===== config.mk =====
export PLATFORM = sky130hd
export DESIGN_NAME = spdif_rx_lock
export DESIGN_NICKNAME = d
export VERILOG_FILES = /design/src/spdif_lock_pkg.sv /design/src/lock_qualifier.sv /design/src/frame_clock_gen.sv /design/src/spdif_rx_lock.sv
export SDC_FILE = /design/constraint.sdc
export NUM_CORES = 1
export LEC_CHECK = 0
export BUFFER_PORTS_ARGS = -buffer_cell sky130_fd_sc_hd__buf_2
export CAP_MARGIN = 25
export CORE_ASPECT_RATIO = 0.7
export CORE_UTILIZATION = 45
export CTS_CLUSTER_SIZE = 16
export DETAILED_ROUTE_END_ITERATION = 8
export GPL_TIMING_DRIVEN = 0
export PLACE_DENSITY = 0.71
export SLEW_MARGIN = 20
export SYNTH_ARGS = -nofsm -noshare
export SYNTH_HDL_FRONTEND = slang
export SYNTH_SLANG_ARGS = --single-unit

===== constraint.sdc =====
create_clock -name CLOCK -period 3.7 [get_ports CLOCK]
set_input_delay 0.74 -clock CLOCK [delete_from_list [all_inputs] [get_ports CLOCK]]
set_output_delay 0.74 -clock CLOCK [all_outputs]
set_load 0.05 [all_outputs]

===== src/spdif_lock_pkg.sv =====
// shared constants, types and helpers for the receiver lock and control block
package spdif_lock_pkg;

	// ------------------------------------------------------------------
	// clock and line timing
	// ------------------------------------------------------------------
	localparam int unsigned CLOCK_HZ       = 100_000_000;
	localparam int unsigned SAMPLE_RATE_HZ = 48_000;
	localparam int unsigned UI_PER_FRAME   = 128;
	localparam int unsigned UI_CYC         =
		CLOCK_HZ / (SAMPLE_RATE_HZ * UI_PER_FRAME);

	localparam int          IV_W    = 8;
	localparam logic [IV_W-1:0] IV_MIN  = IV_W'(UI_CYC / 2);
	localparam logic [IV_W-1:0] IV1_MAX = IV_W'((UI_CYC * 3) / 2);
	localparam logic [IV_W-1:0] IV2_MAX = IV_W'((UI_CYC * 5) / 2);
	localparam logic [IV_W-1:0] IV3_MAX = IV_W'((UI_CYC * 7) / 2);
	localparam logic [IV_W-1:0] IV_ONE  = 8'h01;

	// interval classes, in unit intervals
	localparam logic [1:0] CLS_BAD = 2'h0;
	localparam logic [1:0] CLS_1UI = 2'h1;
	localparam logic [1:0] CLS_2UI = 2'h2;
	localparam logic [1:0] CLS_3UI = 2'h3;

	// subframe layout
	localparam logic [3:0] PRE_UI_TOTAL = 4'h8;
	localparam logic [4:0] SF_BITS_LAST = 5'h1B;
	localparam int         SF_W         = 28;
	localparam int         AUDIO_W      = 24;
	localparam int         SF_CS_POS    = 26;
	localparam logic [7:0] CS_WLEN_LO   = 8'h20;
	localparam logic [7:0] CS_WLEN_HI   = 8'h23;
	localparam logic [7:0] CS_IDX_MAX   = 8'hFF;

	// lock qualification
	localparam int         LOCK_W      = 7;
	localparam logic [LOCK_W-1:0] LOCK_NORMAL = 7'h40;
	localparam logic [LOCK_W-1:0] LOCK_FAST   = 7'h08;
	localparam int         FCLK_W      = 16;

	// ------------------------------------------------------------------
	// register map: printed offsets are indices, byte address is 4x
	// ------------------------------------------------------------------
	localparam int         ADDR_W        = 18;
	localparam logic [15:0] IDX_LOCK     = 16'hF600;
	localparam logic [15:0] IDX_CTRL     = 16'hF601;
	localparam logic [15:0] IDX_RESTART  = 16'hF610;
	localparam logic [15:0] IDX_IRQ_STAT = 16'hF611;
	localparam logic [15:0] IDX_IRQ_MASK = 16'hF612;

	localparam int         LOCK_BIT      = 0;
	localparam int         CTRL_W        = 4;
	localparam logic [CTRL_W-1:0] CTRL_RESET = 4'h0;
	localparam int         RST_GO_BIT    = 0;
	localparam int         RST_AUTO_BIT  = 1;
	localparam int         RST_LOST_BIT  = 2;
	localparam int         IRQ_W         = 2;
	localparam int         IRQ_GAIN_BIT  = 0;
	localparam int         IRQ_LOSS_BIT  = 1;

	typedef enum logic [1:0] {
		WLEN_24   = 2'h0,
		WLEN_20   = 2'h1,
		WLEN_16   = 2'h2,
		WLEN_AUTO = 2'h3
	} wlen_e;

	// field order matches the control register, bit 3 down to bit 0
	typedef struct packed {
		logic  fast_acquire_select;
		logic  loss_behaviour_select;
		wlen_e word_length_select;
	} ctrl_s;

	typedef struct packed {
		logic [AUDIO_W-1:0] audio;
		logic               left;
		logic               block_start;
		logic               chan_stat;
	} subframe_s;

	// word length from the four channel-status bits, bit 0 = 24-bit max
	function automatic wlen_e cs_wlen(input logic [3:0] f);
		if (f == 4'h2)
			cs_wlen = WLEN_16;
		else if (f[0])
			cs_wlen = WLEN_24;
		else
			cs_wlen = WLEN_20;
	endfunction

endpackage


===== src/lock_qualifier.sv =====
// counts consecutive good samples and tracks the lock state
`timescale 1ns/1ps
module lock_qualifier
	import spdif_lock_pkg::*;
(
	input  wire logic clock,
	input  wire logic resetn,
	input  wire logic sample_ok,
	input  wire logic sample_bad,
	input  wire logic fast,
	output logic      locked,
	output logic      gained,
	output logic      lost
);
	logic [LOCK_W-1:0] count_q;
	logic [LOCK_W-1:0] target;
	logic              locked_q;
	logic              locked_d;
	logic              gained_q;
	logic              lost_q;

	assign target = fast ? LOCK_FAST : LOCK_NORMAL;

	always_comb begin
		locked_d = locked_q;
		if (sample_bad)
			locked_d = 1'b0;
		else if (sample_ok && !locked_q && (count_q + IV_ONE[LOCK_W-1:0]) >= target)
			locked_d = 1'b1;
	end

	always_ff @(posedge clock or negedge resetn) begin
		if (!resetn)
			count_q <= '0;
		else if (sample_bad)
			count_q <= '0;
		else if (sample_ok && !locked_q)
			count_q <= count_q + IV_ONE[LOCK_W-1:0];
		else if (locked_q)
			count_q <= '0;
	end

	always_ff @(posedge clock or negedge resetn) begin
		if (!resetn) begin
			locked_q <= 1'b0;
			gained_q <= 1'b0;
			lost_q   <= 1'b0;
		end else begin
			locked_q <= locked_d;
			gained_q <= locked_d & ~locked_q;
			lost_q   <= ~locked_d & locked_q;
		end
	end

	assign locked = locked_q;
	assign gained = gained_q;
	assign lost   = lost_q;
endmodule


===== src/frame_clock_gen.sv =====
// recovered frame clock with flywheel or stop behaviour on loss of lock
`timescale 1ns/1ps
module frame_clock_gen
	import spdif_lock_pkg::*;
(
	input  wire logic clock,
	input  wire logic resetn,
	input  wire logic locked,
	input  wire logic stop_on_loss,
	input  wire logic sf_start,
	input  wire logic sf_left,
	output logic      fclk
);
	logic [FCLK_W-1:0] cnt_q;
	logic [FCLK_W-1:0] period_q;
	logic              have_period_q;
	logic              fclk_q;

	always_ff @(posedge clock or negedge resetn) begin
		if (!resetn) begin
			cnt_q         <= '0;
			period_q      <= '0;
			have_period_q <= 1'b0;
		end else if (locked && sf_start) begin
			period_q      <= cnt_q;
			have_period_q <= 1'b1;
			cnt_q         <= '0;
		end else if (!locked && cnt_q >= period_q) begin
			cnt_q <= '0;
		end else if (cnt_q != {FCLK_W{1'b1}}) begin
			cnt_q <= cnt_q + FCLK_W'(1);
		end
	end

	// strong mode keeps the last half-frame period running; the edges may
	// drift from the source, which is the corruption the user accepts
	always_ff @(posedge clock or negedge resetn) begin
		if (!resetn)
			fclk_q <= 1'b0;
		else if (locked) begin
			if (sf_start)
				fclk_q <= sf_left;
		end else if (stop_on_loss || !have_period_q)
			fclk_q <= 1'b0;
		else if (cnt_q >= period_q)
			fclk_q <= ~fclk_q;
	end

	assign fclk = fclk_q;
endmodule


===== src/spdif_rx_lock.sv =====
// biphase front end, lock control, register slave and audio output
`timescale 1ns/1ps
module spdif_rx_lock
	import spdif_lock_pkg::*;
(
	input  wire logic               CLOCK,
	input  wire logic               RESETN,
	input  wire logic [ADDR_W-1:0]  AVS_ADDRESS,
	input  wire logic               AVS_READ,
	input  wire logic               AVS_WRITE,
	input  wire logic [31:0]        AVS_WRITEDATA,
	input  wire logic [3:0]         AVS_BYTEENABLE,
	output logic      [31:0]        AVS_READDATA,
	output logic                    AVS_WAITREQUEST,
	input  wire logic               SPDIF_IN,
	output logic                    FRAME_CLK,
	output logic      [AUDIO_W-1:0] AUDIO_DATA,
	output logic                    AUDIO_LEFT,
	output logic                    AUDIO_STROBE,
	output logic                    AUDIO_MUTE,
	output logic      [1:0]         WORD_LENGTH,
	output logic                    IRQ
);
	typedef enum {HUNT, PREAMBLE, DATA_BITS} dec_state_e;

	// ------------------------------------------------------------------
	// helpers
	// ------------------------------------------------------------------
	function automatic logic [1:0] iv_class(input logic [IV_W-1:0] n);
		if (n < IV_MIN)
			iv_class = CLS_BAD;
		else if (n <= IV1_MAX)
			iv_class = CLS_1UI;
		else if (n <= IV2_MAX)
			iv_class = CLS_2UI;
		else if (n <= IV3_MAX)
			iv_class = CLS_3UI;
		else
			iv_class = CLS_BAD;
	endfunction

	function automatic logic hit(input logic [ADDR_W-1:0] a,
		input logic [15:0] idx);
		hit = (a == {idx, 2'h0});
	endfunction

	function automatic logic [AUDIO_W-1:0] trim(input logic [AUDIO_W-1:0] s,
		input wlen_e w);
		case (w)
			WLEN_20: trim = {s[AUDIO_W-1:4], 4'h0};
			WLEN_16: trim = {s[AUDIO_W-1:8], 8'h00};
			default: trim = s;
		endcase
	endfunction

	// ------------------------------------------------------------------
	// input synchroniser and edge detect
	// ------------------------------------------------------------------
	logic sync1_q;
	logic sync2_q;
	logic sync3_q;
	logic level_q;
	logic line_edge;

	// a change counts only once the second and third stages agree
	always_ff @(posedge CLOCK or negedge RESETN) begin
		if (!RESETN) begin
			sync1_q <= 1'b0;
			sync2_q <= 1'b0;
			sync3_q <= 1'b0;
			level_q <= 1'b0;
		end else begin
			sync1_q <= SPDIF_IN;
			sync2_q <= sync1_q;
			sync3_q <= sync2_q;
			if (sync2_q == sync3_q)
				level_q <= sync3_q;
		end
	end

	assign line_edge = (sync2_q == sync3_q) && (sync3_q != level_q);

	// ------------------------------------------------------------------
	// interval timer
	// ------------------------------------------------------------------
	logic [IV_W-1:0] iv_q;
	logic [1:0]      cls;
	logic            iv_timeout;

	always_ff @(posedge CLOCK or negedge RESETN) begin
		if (!RESETN)
			iv_q <= '0;
		else if (line_edge)
			iv_q <= IV_ONE;
		else if (iv_q <= IV3_MAX)
			iv_q <= iv_q + IV_ONE;
	end

	assign cls        = iv_class(iv_q);
	assign iv_timeout = !line_edge && (iv_q == IV3_MAX);

	// ------------------------------------------------------------------
	// subframe decoder
	// ------------------------------------------------------------------
	dec_state_e      state_q;
	logic [3:0]      pre_sum_q;
	logic [3:0]      pre_sum_d;
	logic            pre_first_q;
	logic            pre_type_q;
	logic            left_q;
	logic            block_q;
	logic            half_q;
	logic [4:0]      bit_idx_q;
	logic [SF_W-1:0] data_q;
	logic [SF_W-1:0] data_d;
	logic            sf_ok_q;
	logic            sf_bad_q;
	logic            sf_start_q;
	subframe_s       sf_q;

	assign pre_sum_d = pre_sum_q + {2'h0, cls};
	assign data_d    = {(cls == CLS_1UI), data_q[SF_W-1:1]};

	always_ff @(posedge CLOCK or negedge RESETN) begin
		if (!RESETN) begin
			state_q     <= HUNT;
			pre_sum_q   <= '0;
			pre_first_q <= 1'b0;
			pre_type_q  <= 1'b0;
			left_q      <= 1'b0;
			block_q     <= 1'b0;
			half_q      <= 1'b0;
			bit_idx_q   <= '0;
			data_q      <= '0;
			sf_ok_q     <= 1'b0;
			sf_bad_q    <= 1'b0;
			sf_start_q  <= 1'b0;
			sf_q        <= '0;
		end else begin
			sf_ok_q    <= 1'b0;
			sf_bad_q   <= 1'b0;
			sf_start_q <= 1'b0;
			case (state_q)
				HUNT: begin
					if (line_edge && cls == CLS_3UI) begin
						state_q     <= PREAMBLE;
						pre_sum_q   <= {2'h0, CLS_3UI};
						pre_first_q <= 1'b0;
						pre_type_q  <= 1'b1;
					end
				end
				PREAMBLE: begin
					if (iv_timeout) begin
						state_q  <= HUNT;
						sf_bad_q <= 1'b1;
					end else if (line_edge) begin
						if (cls == CLS_BAD || pre_sum_d > PRE_UI_TOTAL ||
							(pre_first_q && cls != CLS_3UI)) begin
							state_q  <= HUNT;
							sf_bad_q <= 1'b1;
						end else begin
							pre_first_q <= 1'b0;
							pre_sum_q   <= pre_sum_d;
							if (!pre_first_q && pre_type_q) begin
								// 3-1: block start, 3-3: left, 3-2: right
								pre_type_q <= 1'b0;
								left_q     <= (cls != CLS_2UI);
								block_q    <= (cls == CLS_1UI);
							end else if (pre_first_q)
								pre_type_q <= 1'b1;
							if (pre_sum_d == PRE_UI_TOTAL) begin
								state_q    <= DATA_BITS;
								bit_idx_q  <= '0;
								half_q     <= 1'b0;
								sf_start_q <= 1'b1;
							end
						end
					end
				end
				DATA_BITS: begin
					if (iv_timeout) begin
						state_q  <= HUNT;
						sf_bad_q <= 1'b1;
					end else if (line_edge) begin
						if (cls == CLS_BAD || cls == CLS_3UI ||
							(cls == CLS_2UI && half_q)) begin
							state_q  <= HUNT;
							sf_bad_q <= 1'b1;
						end else if (cls == CLS_1UI && !half_q) begin
							half_q <= 1'b1;
						end else begin
							half_q    <= 1'b0;
							data_q    <= data_d;
							bit_idx_q <= bit_idx_q + 5'h01;
							if (bit_idx_q == SF_BITS_LAST) begin
								// even parity over the 28 bits after the preamble
								sf_ok_q     <= ~^data_d;
								sf_bad_q    <= ^data_d;
								sf_q        <= {data_d[AUDIO_W-1:0], left_q,
									block_q, data_d[SF_CS_POS]};
								state_q     <= PREAMBLE;
								pre_sum_q   <= '0;
								pre_first_q <= 1'b1;
							end
						end
					end
				end
				default: state_q <= HUNT;
			endcase
		end
	end

	// ------------------------------------------------------------------
	// channel status word length capture
	// ------------------------------------------------------------------
	logic [7:0] cs_idx_q;
	logic [3:0] cs_field_q;
	logic [7:0] cs_idx_d;

	assign cs_idx_d = sf_q.block_start ? 8'h00 :
		(cs_idx_q == CS_IDX_MAX ? cs_idx_q : cs_idx_q + 8'h01);

	always_ff @(posedge CLOCK or negedge RESETN) begin
		if (!RESETN) begin
			cs_idx_q   <= CS_IDX_MAX;
			cs_field_q <= '0;
		end else if (sf_ok_q && sf_q.left) begin
			cs_idx_q <= cs_idx_d;
			if (cs_idx_d >= CS_WLEN_LO && cs_idx_d <= CS_WLEN_HI)
				cs_field_q[cs_idx_d[1:0]] <= sf_q.chan_stat;
		end
	end

	// ------------------------------------------------------------------
	// lock and recovered frame clock
	// ------------------------------------------------------------------
	ctrl_s ctrl_q;
	logic  locked;
	logic  lock_gained;
	logic  lock_lost;
	wlen_e eff_wlen;

	lock_qualifier u_lock (
		.clock      (CLOCK),
		.resetn     (RESETN),
		.sample_ok  (sf_ok_q),
		.sample_bad (sf_bad_q),
		.fast       (ctrl_q.fast_acquire_select),
		.locked     (locked),
		.gained     (lock_gained),
		.lost       (lock_lost)
	);

	frame_clock_gen u_fclk (
		.clock        (CLOCK),
		.resetn       (RESETN),
		.locked       (locked),
		.stop_on_loss (ctrl_q.loss_behaviour_select),
		.sf_start     (sf_start_q),
		.sf_left      (left_q),
		.fclk         (FRAME_CLK)
	);

	assign eff_wlen = (ctrl_q.word_length_select == WLEN_AUTO) ?
		cs_wlen(cs_field_q) : ctrl_q.word_length_select;

	// ------------------------------------------------------------------
	// mute and restart
	// ------------------------------------------------------------------
	logic restart_q;
	logic restart_prev_q;
	logic auto_q;
	logic lost_flag_q;
	logic restart_fall;
	logic mute_q;

	assign restart_fall = restart_prev_q & ~restart_q;

	// a loss in the same cycle as a restart wins, so no loss is missed
	always_ff @(posedge CLOCK or negedge RESETN) begin
		if (!RESETN) begin
			restart_prev_q <= 1'b0;
			lost_flag_q    <= 1'b0;
		end else begin
			restart_prev_q <= restart_q;
			if (lock_lost)
				lost_flag_q <= 1'b1;
			else if (locked && (auto_q || restart_fall))
				lost_flag_q <= 1'b0;
		end
	end

	always_ff @(posedge CLOCK or negedge RESETN) begin
		if (!RESETN)
			mute_q <= 1'b1;
		else
			mute_q <= ~locked | lost_flag_q | lock_lost;
	end

	// ------------------------------------------------------------------
	// audio output
	// ------------------------------------------------------------------
	always_ff @(posedge CLOCK or negedge RESETN) begin
		if (!RESETN) begin
			AUDIO_DATA   <= '0;
			AUDIO_LEFT   <= 1'b0;
			AUDIO_STROBE <= 1'b0;
		end else begin
			AUDIO_STROBE <= sf_ok_q & locked;
			if (sf_ok_q && locked)
				AUDIO_LEFT <= sf_q.left;
			if (mute_q || (sf_ok_q && locked))
				AUDIO_DATA <= mute_q ? '0 : trim(sf_q.audio, eff_wlen);
		end
	end

	assign AUDIO_MUTE  = mute_q;
	assign WORD_LENGTH = eff_wlen;

	// ------------------------------------------------------------------
	// register slave: one wait cycle, then the answer
	// ------------------------------------------------------------------
	logic             ack_q;
	logic             wr_go;
	logic [IRQ_W-1:0] irq_stat_q;
	logic [IRQ_W-1:0] irq_mask_q;
	logic [IRQ_W-1:0] irq_set;
	logic [IRQ_W-1:0] irq_clr;
	logic [31:0]      rd_d;

	assign AVS_WAITREQUEST = (AVS_READ | AVS_WRITE) & ~ack_q;
	assign wr_go = AVS_WRITE & ack_q & AVS_BYTEENABLE[0];

	always_ff @(posedge CLOCK or negedge RESETN) begin
		if (!RESETN)
			ack_q <= 1'b0;
		else
			ack_q <= (AVS_READ | AVS_WRITE) & ~ack_q;
	end

	always_ff @(posedge CLOCK or negedge RESETN) begin
		if (!RESETN) begin
			ctrl_q     <= ctrl_s'(CTRL_RESET);
			restart_q  <= 1'b0;
			auto_q     <= 1'b0;
			irq_mask_q <= '0;
		end else if (wr_go) begin
			if (hit(AVS_ADDRESS, IDX_CTRL))
				ctrl_q <= ctrl_s'(AVS_WRITEDATA[CTRL_W-1:0]);
			if (hit(AVS_ADDRESS, IDX_RESTART)) begin
				restart_q <= AVS_WRITEDATA[RST_GO_BIT];
				auto_q    <= AVS_WRITEDATA[RST_AUTO_BIT];
			end
			if (hit(AVS_ADDRESS, IDX_IRQ_MASK))
				irq_mask_q <= AVS_WRITEDATA[IRQ_W-1:0];
		end
	end

	// sticky events, write one to clear, a new event wins over the clear
	assign irq_set = {lock_lost, lock_gained};
	assign irq_clr = (wr_go && hit(AVS_ADDRESS, IDX_IRQ_STAT)) ?
		AVS_WRITEDATA[IRQ_W-1:0] : '0;

	always_ff @(posedge CLOCK or negedge RESETN) begin
		if (!RESETN)
			irq_stat_q <= '0;
		else
			irq_stat_q <= (irq_stat_q & ~irq_clr) | irq_set;
	end

	assign IRQ = |(irq_stat_q & irq_mask_q);

	always_comb begin
		rd_d = '0;
		if (hit(AVS_ADDRESS, IDX_LOCK))
			rd_d[LOCK_BIT] = locked;
		else if (hit(AVS_ADDRESS, IDX_CTRL))
			rd_d[CTRL_W-1:0] = ctrl_q;
		else if (hit(AVS_ADDRESS, IDX_RESTART)) begin
			rd_d[RST_GO_BIT]   = restart_q;
			rd_d[RST_AUTO_BIT] = auto_q;
			rd_d[RST_LOST_BIT] = lost_flag_q;
		end else if (hit(AVS_ADDRESS, IDX_IRQ_STAT))
			rd_d[IRQ_W-1:0] = irq_stat_q;
		else if (hit(AVS_ADDRESS, IDX_IRQ_MASK))
			rd_d[IRQ_W-1:0] = irq_mask_q;
	end

	always_ff @(posedge CLOCK or negedge RESETN) begin
		if (!RESETN)
			AVS_READDATA <= '0;
		else if (AVS_READ && !ack_q)
			AVS_READDATA <= rd_d;
	end
endmodule


# Yosys cells after proc, flatten, opt, wreduce, memory -nomap -nowiden
# Index checks and enable logic that the tools add are counted.
[op_classes]
addsub = 6
mul = 0
div_mod_pow = 0
magnitude_cmp = 11
n_eq_ne = 40
n_shift = 0
mux = 116
bitwise = 23
reduce_logical = 57
[op_table]
columns = ["operator", "n"]
rows = [
  ["$mux W32", 10],
  ["$pmux W32 S3", 1],
  ["$eq A18 B18 Y1 const B", 5],
  ["$mux W1", 55],
  ["$mux W16", 3],
  ["$mux W5", 8],
  ["$mux W4", 9],
  ["$eq A32 B1 Y1 const B", 1],
  ["$eq A32 B2 Y1 const B", 1],
  ["$logic_not A32 Y1", 1],
  ["$mux W8", 4],
  ["$mux W7", 4],
  ["$reduce_xnor A28 Y1", 1],
  ["$reduce_xor A28 Y1", 1],
  ["$ne A2 B2 Y1 const B", 13],
  ["$le A8 B6 Y1 const B", 3],
  ["$mux W24", 1],
  ["$mux W2", 10],
  ["$logic_and A1 B1 Y1", 18],
  ["$reduce_and A6 Y1", 3],
  ["$add A16 B1 Y16 const B", 1],
  ["$add A8 B1 Y8 const B", 2],
  ["$ge A16 B16 Y1", 1],
  ["$ne A16 B16 Y1 const B", 1],
  ["other kinds (46)", 96],
]
[totals]
reg_bits = 216
latch_bits = 0
ram_bits = 0
romBits = 0
input_bits = 59
output_inout_bits = 64
elab_cells = 299
memories = 0

# Depth between registers and ports, before layout
[depth]
ltp_word = 13
depth_mapped = 14
ltp_nobuf = 14

# Modules after synthesis
# From an unflattened synthesis, not the netlist that was laid out.
[hier_totals]
cells_unflattened = 884
area_unflattened_um2 = 9470.3
[modules_own_cells]
columns = ["mod", "instances", "cells_each", "area_each_um2", "seq_area_each_um2"]
rows = [
  ["spdif_rx_lock", 1, 631, 6910.4, 3539.6],
  ["frame_clock_gen", 1, 195, 1994.4, 850.8],
  ["lock_qualifier", 1, 58, 565.5, 250.2],
]

# Worst setup path before layout
# No wires, ideal clock.
[synth_path]
path_type = "register -> register"
from = "reg iv_q[0]"
to = "reg pre_sum_q[1]"
setup_ns = 0.125
t_arrival_ns = 3.170
required_time_ns = 3.575
slack_ns = 0.406
stages_incl_launch_ff = 14
n_path_buf = 0
synth_period_minus_slack_ns = 3.294
cell_sequence = "dfrtp_1 nor3_1 nor2_1 or4_1 inv_1 ha_1 inv_1 fa_1 xor2_1 nand3b_1 a21boi_0 o31a_1 nor2_2 mux2_2"
[synth_between]
elab_chain_cells = 11
elab_cells_between_ends = 36
cone_classes = "1 x add/sub; 5 x order compare; 11 x eq/ne; 8 x mux; 11 x reduce/logical"
[synth_lines]
columns = ["item", "line", "rtl"]
rows = [
  ["start, declared", "spdif_rx_lock.sv:86", "logic [IV_W-1:0] iv_q;"],
  ["start signal, assigned", "spdif_rx_lock.sv:96", "iv_q <= iv_q + IV_ONE;"],
  ["$le A8 B6 Y1", "spdif_rx_lock.sv:36", "else if (n <= IV3_MAX)"],
  ["$mux W2", "spdif_rx_lock.sv:36", ""],
  ["$mux W2", "spdif_rx_lock.sv:34", "else if (n <= IV2_MAX)"],
  ["$mux W2", "spdif_rx_lock.sv:32", "else if (n <= IV1_MAX)"],
  ["$mux W2", "spdif_rx_lock.sv:30", "if (n < IV_MIN)"],
  ["$add A4 B2 Y4", "spdif_rx_lock.sv:121", "assign pre_sum_d = pre_sum_q + {2'h0, cls};"],
  ["$gt A4 B4 Y1", "spdif_rx_lock.sv:157", "if (cls == CLS_BAD || pre_sum_d > PRE_UI_TOTAL ||"],
  ["$logic_or A1 B1 Y1 (2 in a row)", "spdif_rx_lock.sv:157", ""],
  ["$ne A2 B2 Y1 (no source line)", "-", ""],
  ["$reduce_and A10 Y1 (no source line)", "-", ""],
  ["end signal, assigned", "spdif_rx_lock.sv:147", "pre_sum_q <= {2'h0, CLS_3UI};"],
  ["end signal, assigned", "spdif_rx_lock.sv:163", "pre_sum_q <= pre_sum_d;"],
  ["end, declared", "spdif_rx_lock.sv:106", "logic [3:0] pre_sum_q;"],
]
# Several ways; a longest one is shown, not always the timed one. The select of a mux whose other input is x is not followed.
# A chain may end at the register's enable or synchronous reset.

# Worst setup path after layout
[layout_path]
from = "reg iv_q[2]"
to = "reg pre_sum_q[1]"
# The elaborated chain is that of the path after synthesis.

==> results.sh <==
export IMPL_cts_tree="yes"
export IMPL_clk_pin_slew_worst_paths_ns=0.07
export IMPL_nFillCells=1760
export IMPL_initial_core_util_pct=46.5
export IMPL_worst_pin_slew_ns=0.691
export IMPL_syn_inst=866
export IMPL_p_switching_mw=1.45
export IMPL_cts_buffers=17
export IMPL_via_per_inst=5.18
export IMPL_synth_seq_area_share_pct=49.7
export IMPL_criticalPathCategory="reg -> reg"
export IMPL_gp_congestion=0.869
export IMPL_yosysWarningCount=0
export IMPL_synthFlopType="dfrtp_1"
export IMPL_combinationalPowerShare_pct=17.7
export IMPL_routedWlPerCell_um=14.6
export IMPL_ctsHoldBuffers=0
export IMPL_hold_class="in -> async"
export IMPL_drt_wl_total_mm=18.5
export IMPL_hpwl_mm=13.0
export IMPL_core_area_um2=20100
export IMPL_dieArea_um2=21300
export IMPL_cts_sinks=185
export IMPL_yosys_area_top_type="dfrtp_1"
export IMPL_slowest_stage="or4_4"
export IMPL_hold_violations=0
export IMPL_synth_seq_cells=185
export IMPL_path_buf_inv=2
export IMPL_leakage_nw=5.21
export IMPL_yosysTopAreaCellShare_pct=47.2
export IMPL_grt_pass1_wl_mm=30.8
export IMPL_p_seq_share_pct=45.1
export IMPL_insertion_delay_ns=0.44
export IMPL_yosysUniqueCellTypes=66
export IMPL_worstPathCellList="nor3_2 > nor2_1 > or4_4 > inv_2 > ha_1 > inv_1 > fa_1 > xor2_1 > nand3b_1 > a21boi_0 > o31a_1 > nor2_4 > mux2_2"
export IMPL_skew_ns=0.0106
export IMPL_slew_headroom_pct=53.6
export IMPL_fp_dieH_um=123
export IMPL_nets=1075
export IMPL_setup_viol_count_final=0
export IMPL_worstPathArrival_ns=3.86
export IMPL_power_density_nw_per_um2=441
export IMPL_die_w_um=174
export IMPL_synth_area_leaders="dfrtp_1, mux2_2, ha_1"
export IMPL_firstDrtPassIters=4
export IMPL_rsz0062_at_grt="no"
export IMPL_slowest_delay_ns=0.45
export IMPL_switching_share_pct=30.5
export IMPL_antenna_cells=0
export IMPL_vias=6543
export IMPL_syn2layout_area_growth_pct=15.5
export IMPL_antenna_found_initial=0
export IMPL_io_pins=123
export IMPL_drt_iter0_drc=449
export IMPL_postSynthAreaPerCell_um2=10.8
export IMPL_fin_crit_sh_pct=95.7
export IMPL_status="complete, no violations"
export IMPL_drive_gt1_share_pct=25.2
export IMPL_async_flop_share_pct=100
export IMPL_grt_usage_pct=18.1
export IMPL_cts_buffer_depth=2
export IMPL_cp_end_kind="flip-flop"
export IMPL_root_buffer="clkbuf_16"
export IMPL_num_rows=43
export IMPL_clockPowerShare_pct=37.2
export IMPL_crit_family="simple AND/OR/NAND/NOR gates"
export IMPL_required_ns=4.02
export IMPL_io_buffers=62
export IMPL_min_period_ns=3.54
export IMPL_grt_max_degree=98
export IMPL_syn_cell_area_um2=9340
export IMPL_slew_violations=0
export IMPL_max_cap_violations=0
export IMPL_grt_remaining_overflow=0
export IMPL_postRouteAntennaNets=0
export IMPL_dp_slack_ns=0.0260
export IMPL_fin_util_pct=53.8
export IMPL_synth_edf_count=0
export IMPL_start_kind="flip-flop"
export IMPL_cp_max_fo=5
export IMPL_max_freq_ghz=0.282
export IMPL_p_int_mw=3.31
export IMPL_drcViolationCount=0
export IMPL_setup_slack_ns=0.158
export IMPL_grt_pass1_vias=6087
export IMPL_ir_drop_mv=0.419
export IMPL_h_tree_depth=4
==> synthesized netlist by cell type, types with 9 or more instances <==
cell / instances
xnor2_1: 33
a22oi_1: 9
ha_1: 35
o21ai_0: 17
a21oi_1: 57
and3_1: 11
clkbuf_1: 23
dfrtp_1: 176
nand3_1: 32
buf_4: 28
nand4_1: 17
a21o_1: 12
nand2b_1: 11
xor2_1: 19
nor2_1: 42
mux2i_1: 11
inv_1: 37
dfstp_2: 9
nand2_1: 83
mux2_2: 83
==> cells in the final DEF (no fill, tap or decap), types with 4 or more instances in the layout <==
cell       count
clkinv_4       5
a21o_1        12
nor2b_1        8
xor2_1        19
nor2_1        42
mux2i_1       11
buf_2         67
conb_1        28
nand2b_1      11
nand2_1       83
and2_1         6
and4_1         6
clkbuf_1      21
a31oi_1        7
o21ai_0       17
o211ai_1       4
inv_1         36
dfrtp_1      176
xnor2_1       33
nand4_1       17
buf_4         32
or3_1          4
nand3_1       32
a22oi_1        9
clkbuf_16     17
dfstp_2        9
nor3_1         7
inv_6          4
and3_1        11
nand3b_1       4
ha_1          35
a21oi_1       57
mux2_1         4
or2_2          7
mux2_2        83
==> logic make-up (layout without fill, tap and decap cells) <==
group / after synthesis / count (layout) / synth area share (%)
AND/OR/NAND/NOR: 255 / 255 / 13.8
multiplexers: 99 / 99 / 11.9
flip-flops: 185 / 185 / 49.7
adder cells (fa/ha/maj): 37 / 37 / 5.01
buffers and inverters: 97 / 197 / 5.12
other: 1 / 28 / 0.0401
XOR/XNOR: 52 / 52 / 4.88
AO/OA/AOI/OAI: 140 / 140 / 9.56
==> metrics by stage <==
step	setup TNS, ns	area, µm²	total power [mW]	hold slack, ns	cells
6_report	0	10800	4.76	0.316	1263
3_3_place_gp	-200.48	10100	2.94	0.350	1225
4_1_cts	0	10700	4.76	0.329	1259
3_5_place_dp	0	10200	2.97	0.348	1227
5_1_grt	0	10800	4.97	0.351	1263
2_1_floorplan	0	9440	2.76	0.331	893
==> flip-flops by register name, indices dropped and copies added (netlist names), 4 cells and up <==
name,count
data_q,27
sf_q,27
AUDIO_DATA,24
u_fclk.cnt_q,16
u_fclk.period_q,16
cs_idx_q,8
iv_q,8
u_lock.count_q,7
bit_idx_q,5
AVS_READDATA,4
cs_field_q,4
ctrl_q,4
pre_sum_q,4
==> per-layer routing <==
layer  routed length (µm)  vias to the layer above  global-route usage [%]
met1                 9510                     3189                    27.2
met4                  187                        0                    5.04
met5                    0                        -                       0
li1                     -                     3216                       -
met2                 8020                      123                    26.1
met3                  762                       15                    4.06
==> final cells by class <==
type | count | area, µm² | area share, %
Timing Repair Buffer | 68 | 405 | 3.76
Multi-Input combinational cell | 611 | 4350 | 40.3
Tap cell | 270 | 338 | 3.13
Clock inverter | 14 | 136 | 1.26
Inverter | 38 | 143 | 1.32
Buffer | 59 | 340 | 3.15
Clock buffer | 18 | 439 | 4.07
Sequential cell | 185 | 4640 | 43.0
==> final timing paths <==
check / start / to / slack [ns] / cells past startpoint
min: RESETN / sync1_q / 0.32 / 2
max reg2reg: iv_q[2] / pre_sum_q[1] / 0.16 / 13
max in group asynchronous: RESETN / cs_idx_q[7] / 2.57 / 3
min in group CLOCK: sync1_q / sync2_q / 0.36 / 0
min reg2reg: sync1_q / sync2_q / 0.36 / 0
max: iv_q[2] / pre_sum_q[1] / 0.16 / 13
==> power groups by stage <==
stage	clock network, mW	registers [mW]	logic (mW)
final	1.77	2.15	0.843
after global routing	1.88	2.16	0.927
after CTS	1.81	2.15	0.802
after detailed placement	0	2.18	0.790
after global placement	0	2.18	0.760
after floorplan	0	2.17	0.588
==> worst register-to-register path, cell delays in order, from the launching register on <==
cell	delay, ns
dfrtp_1	0.44
nor3_2	0.25
nor2_1	0.11
or4_4	0.45
inv_2	0.09
ha_1	0.16
inv_1	0.05
fa_1	0.41
xor2_1	0.16
nand3b_1	0.17
a21boi_0	0.20
o31a_1	0.38
nor2_4	0.20
mux2_2	0.35
==> repair_timing <==
item	CTS	global route
pin swaps	0	5
setup endpoints to repair	1	45
gates resized for setup	1	9
buffers inserted	0	4
No activity file was read; power rests on OpenSTA's default activity.
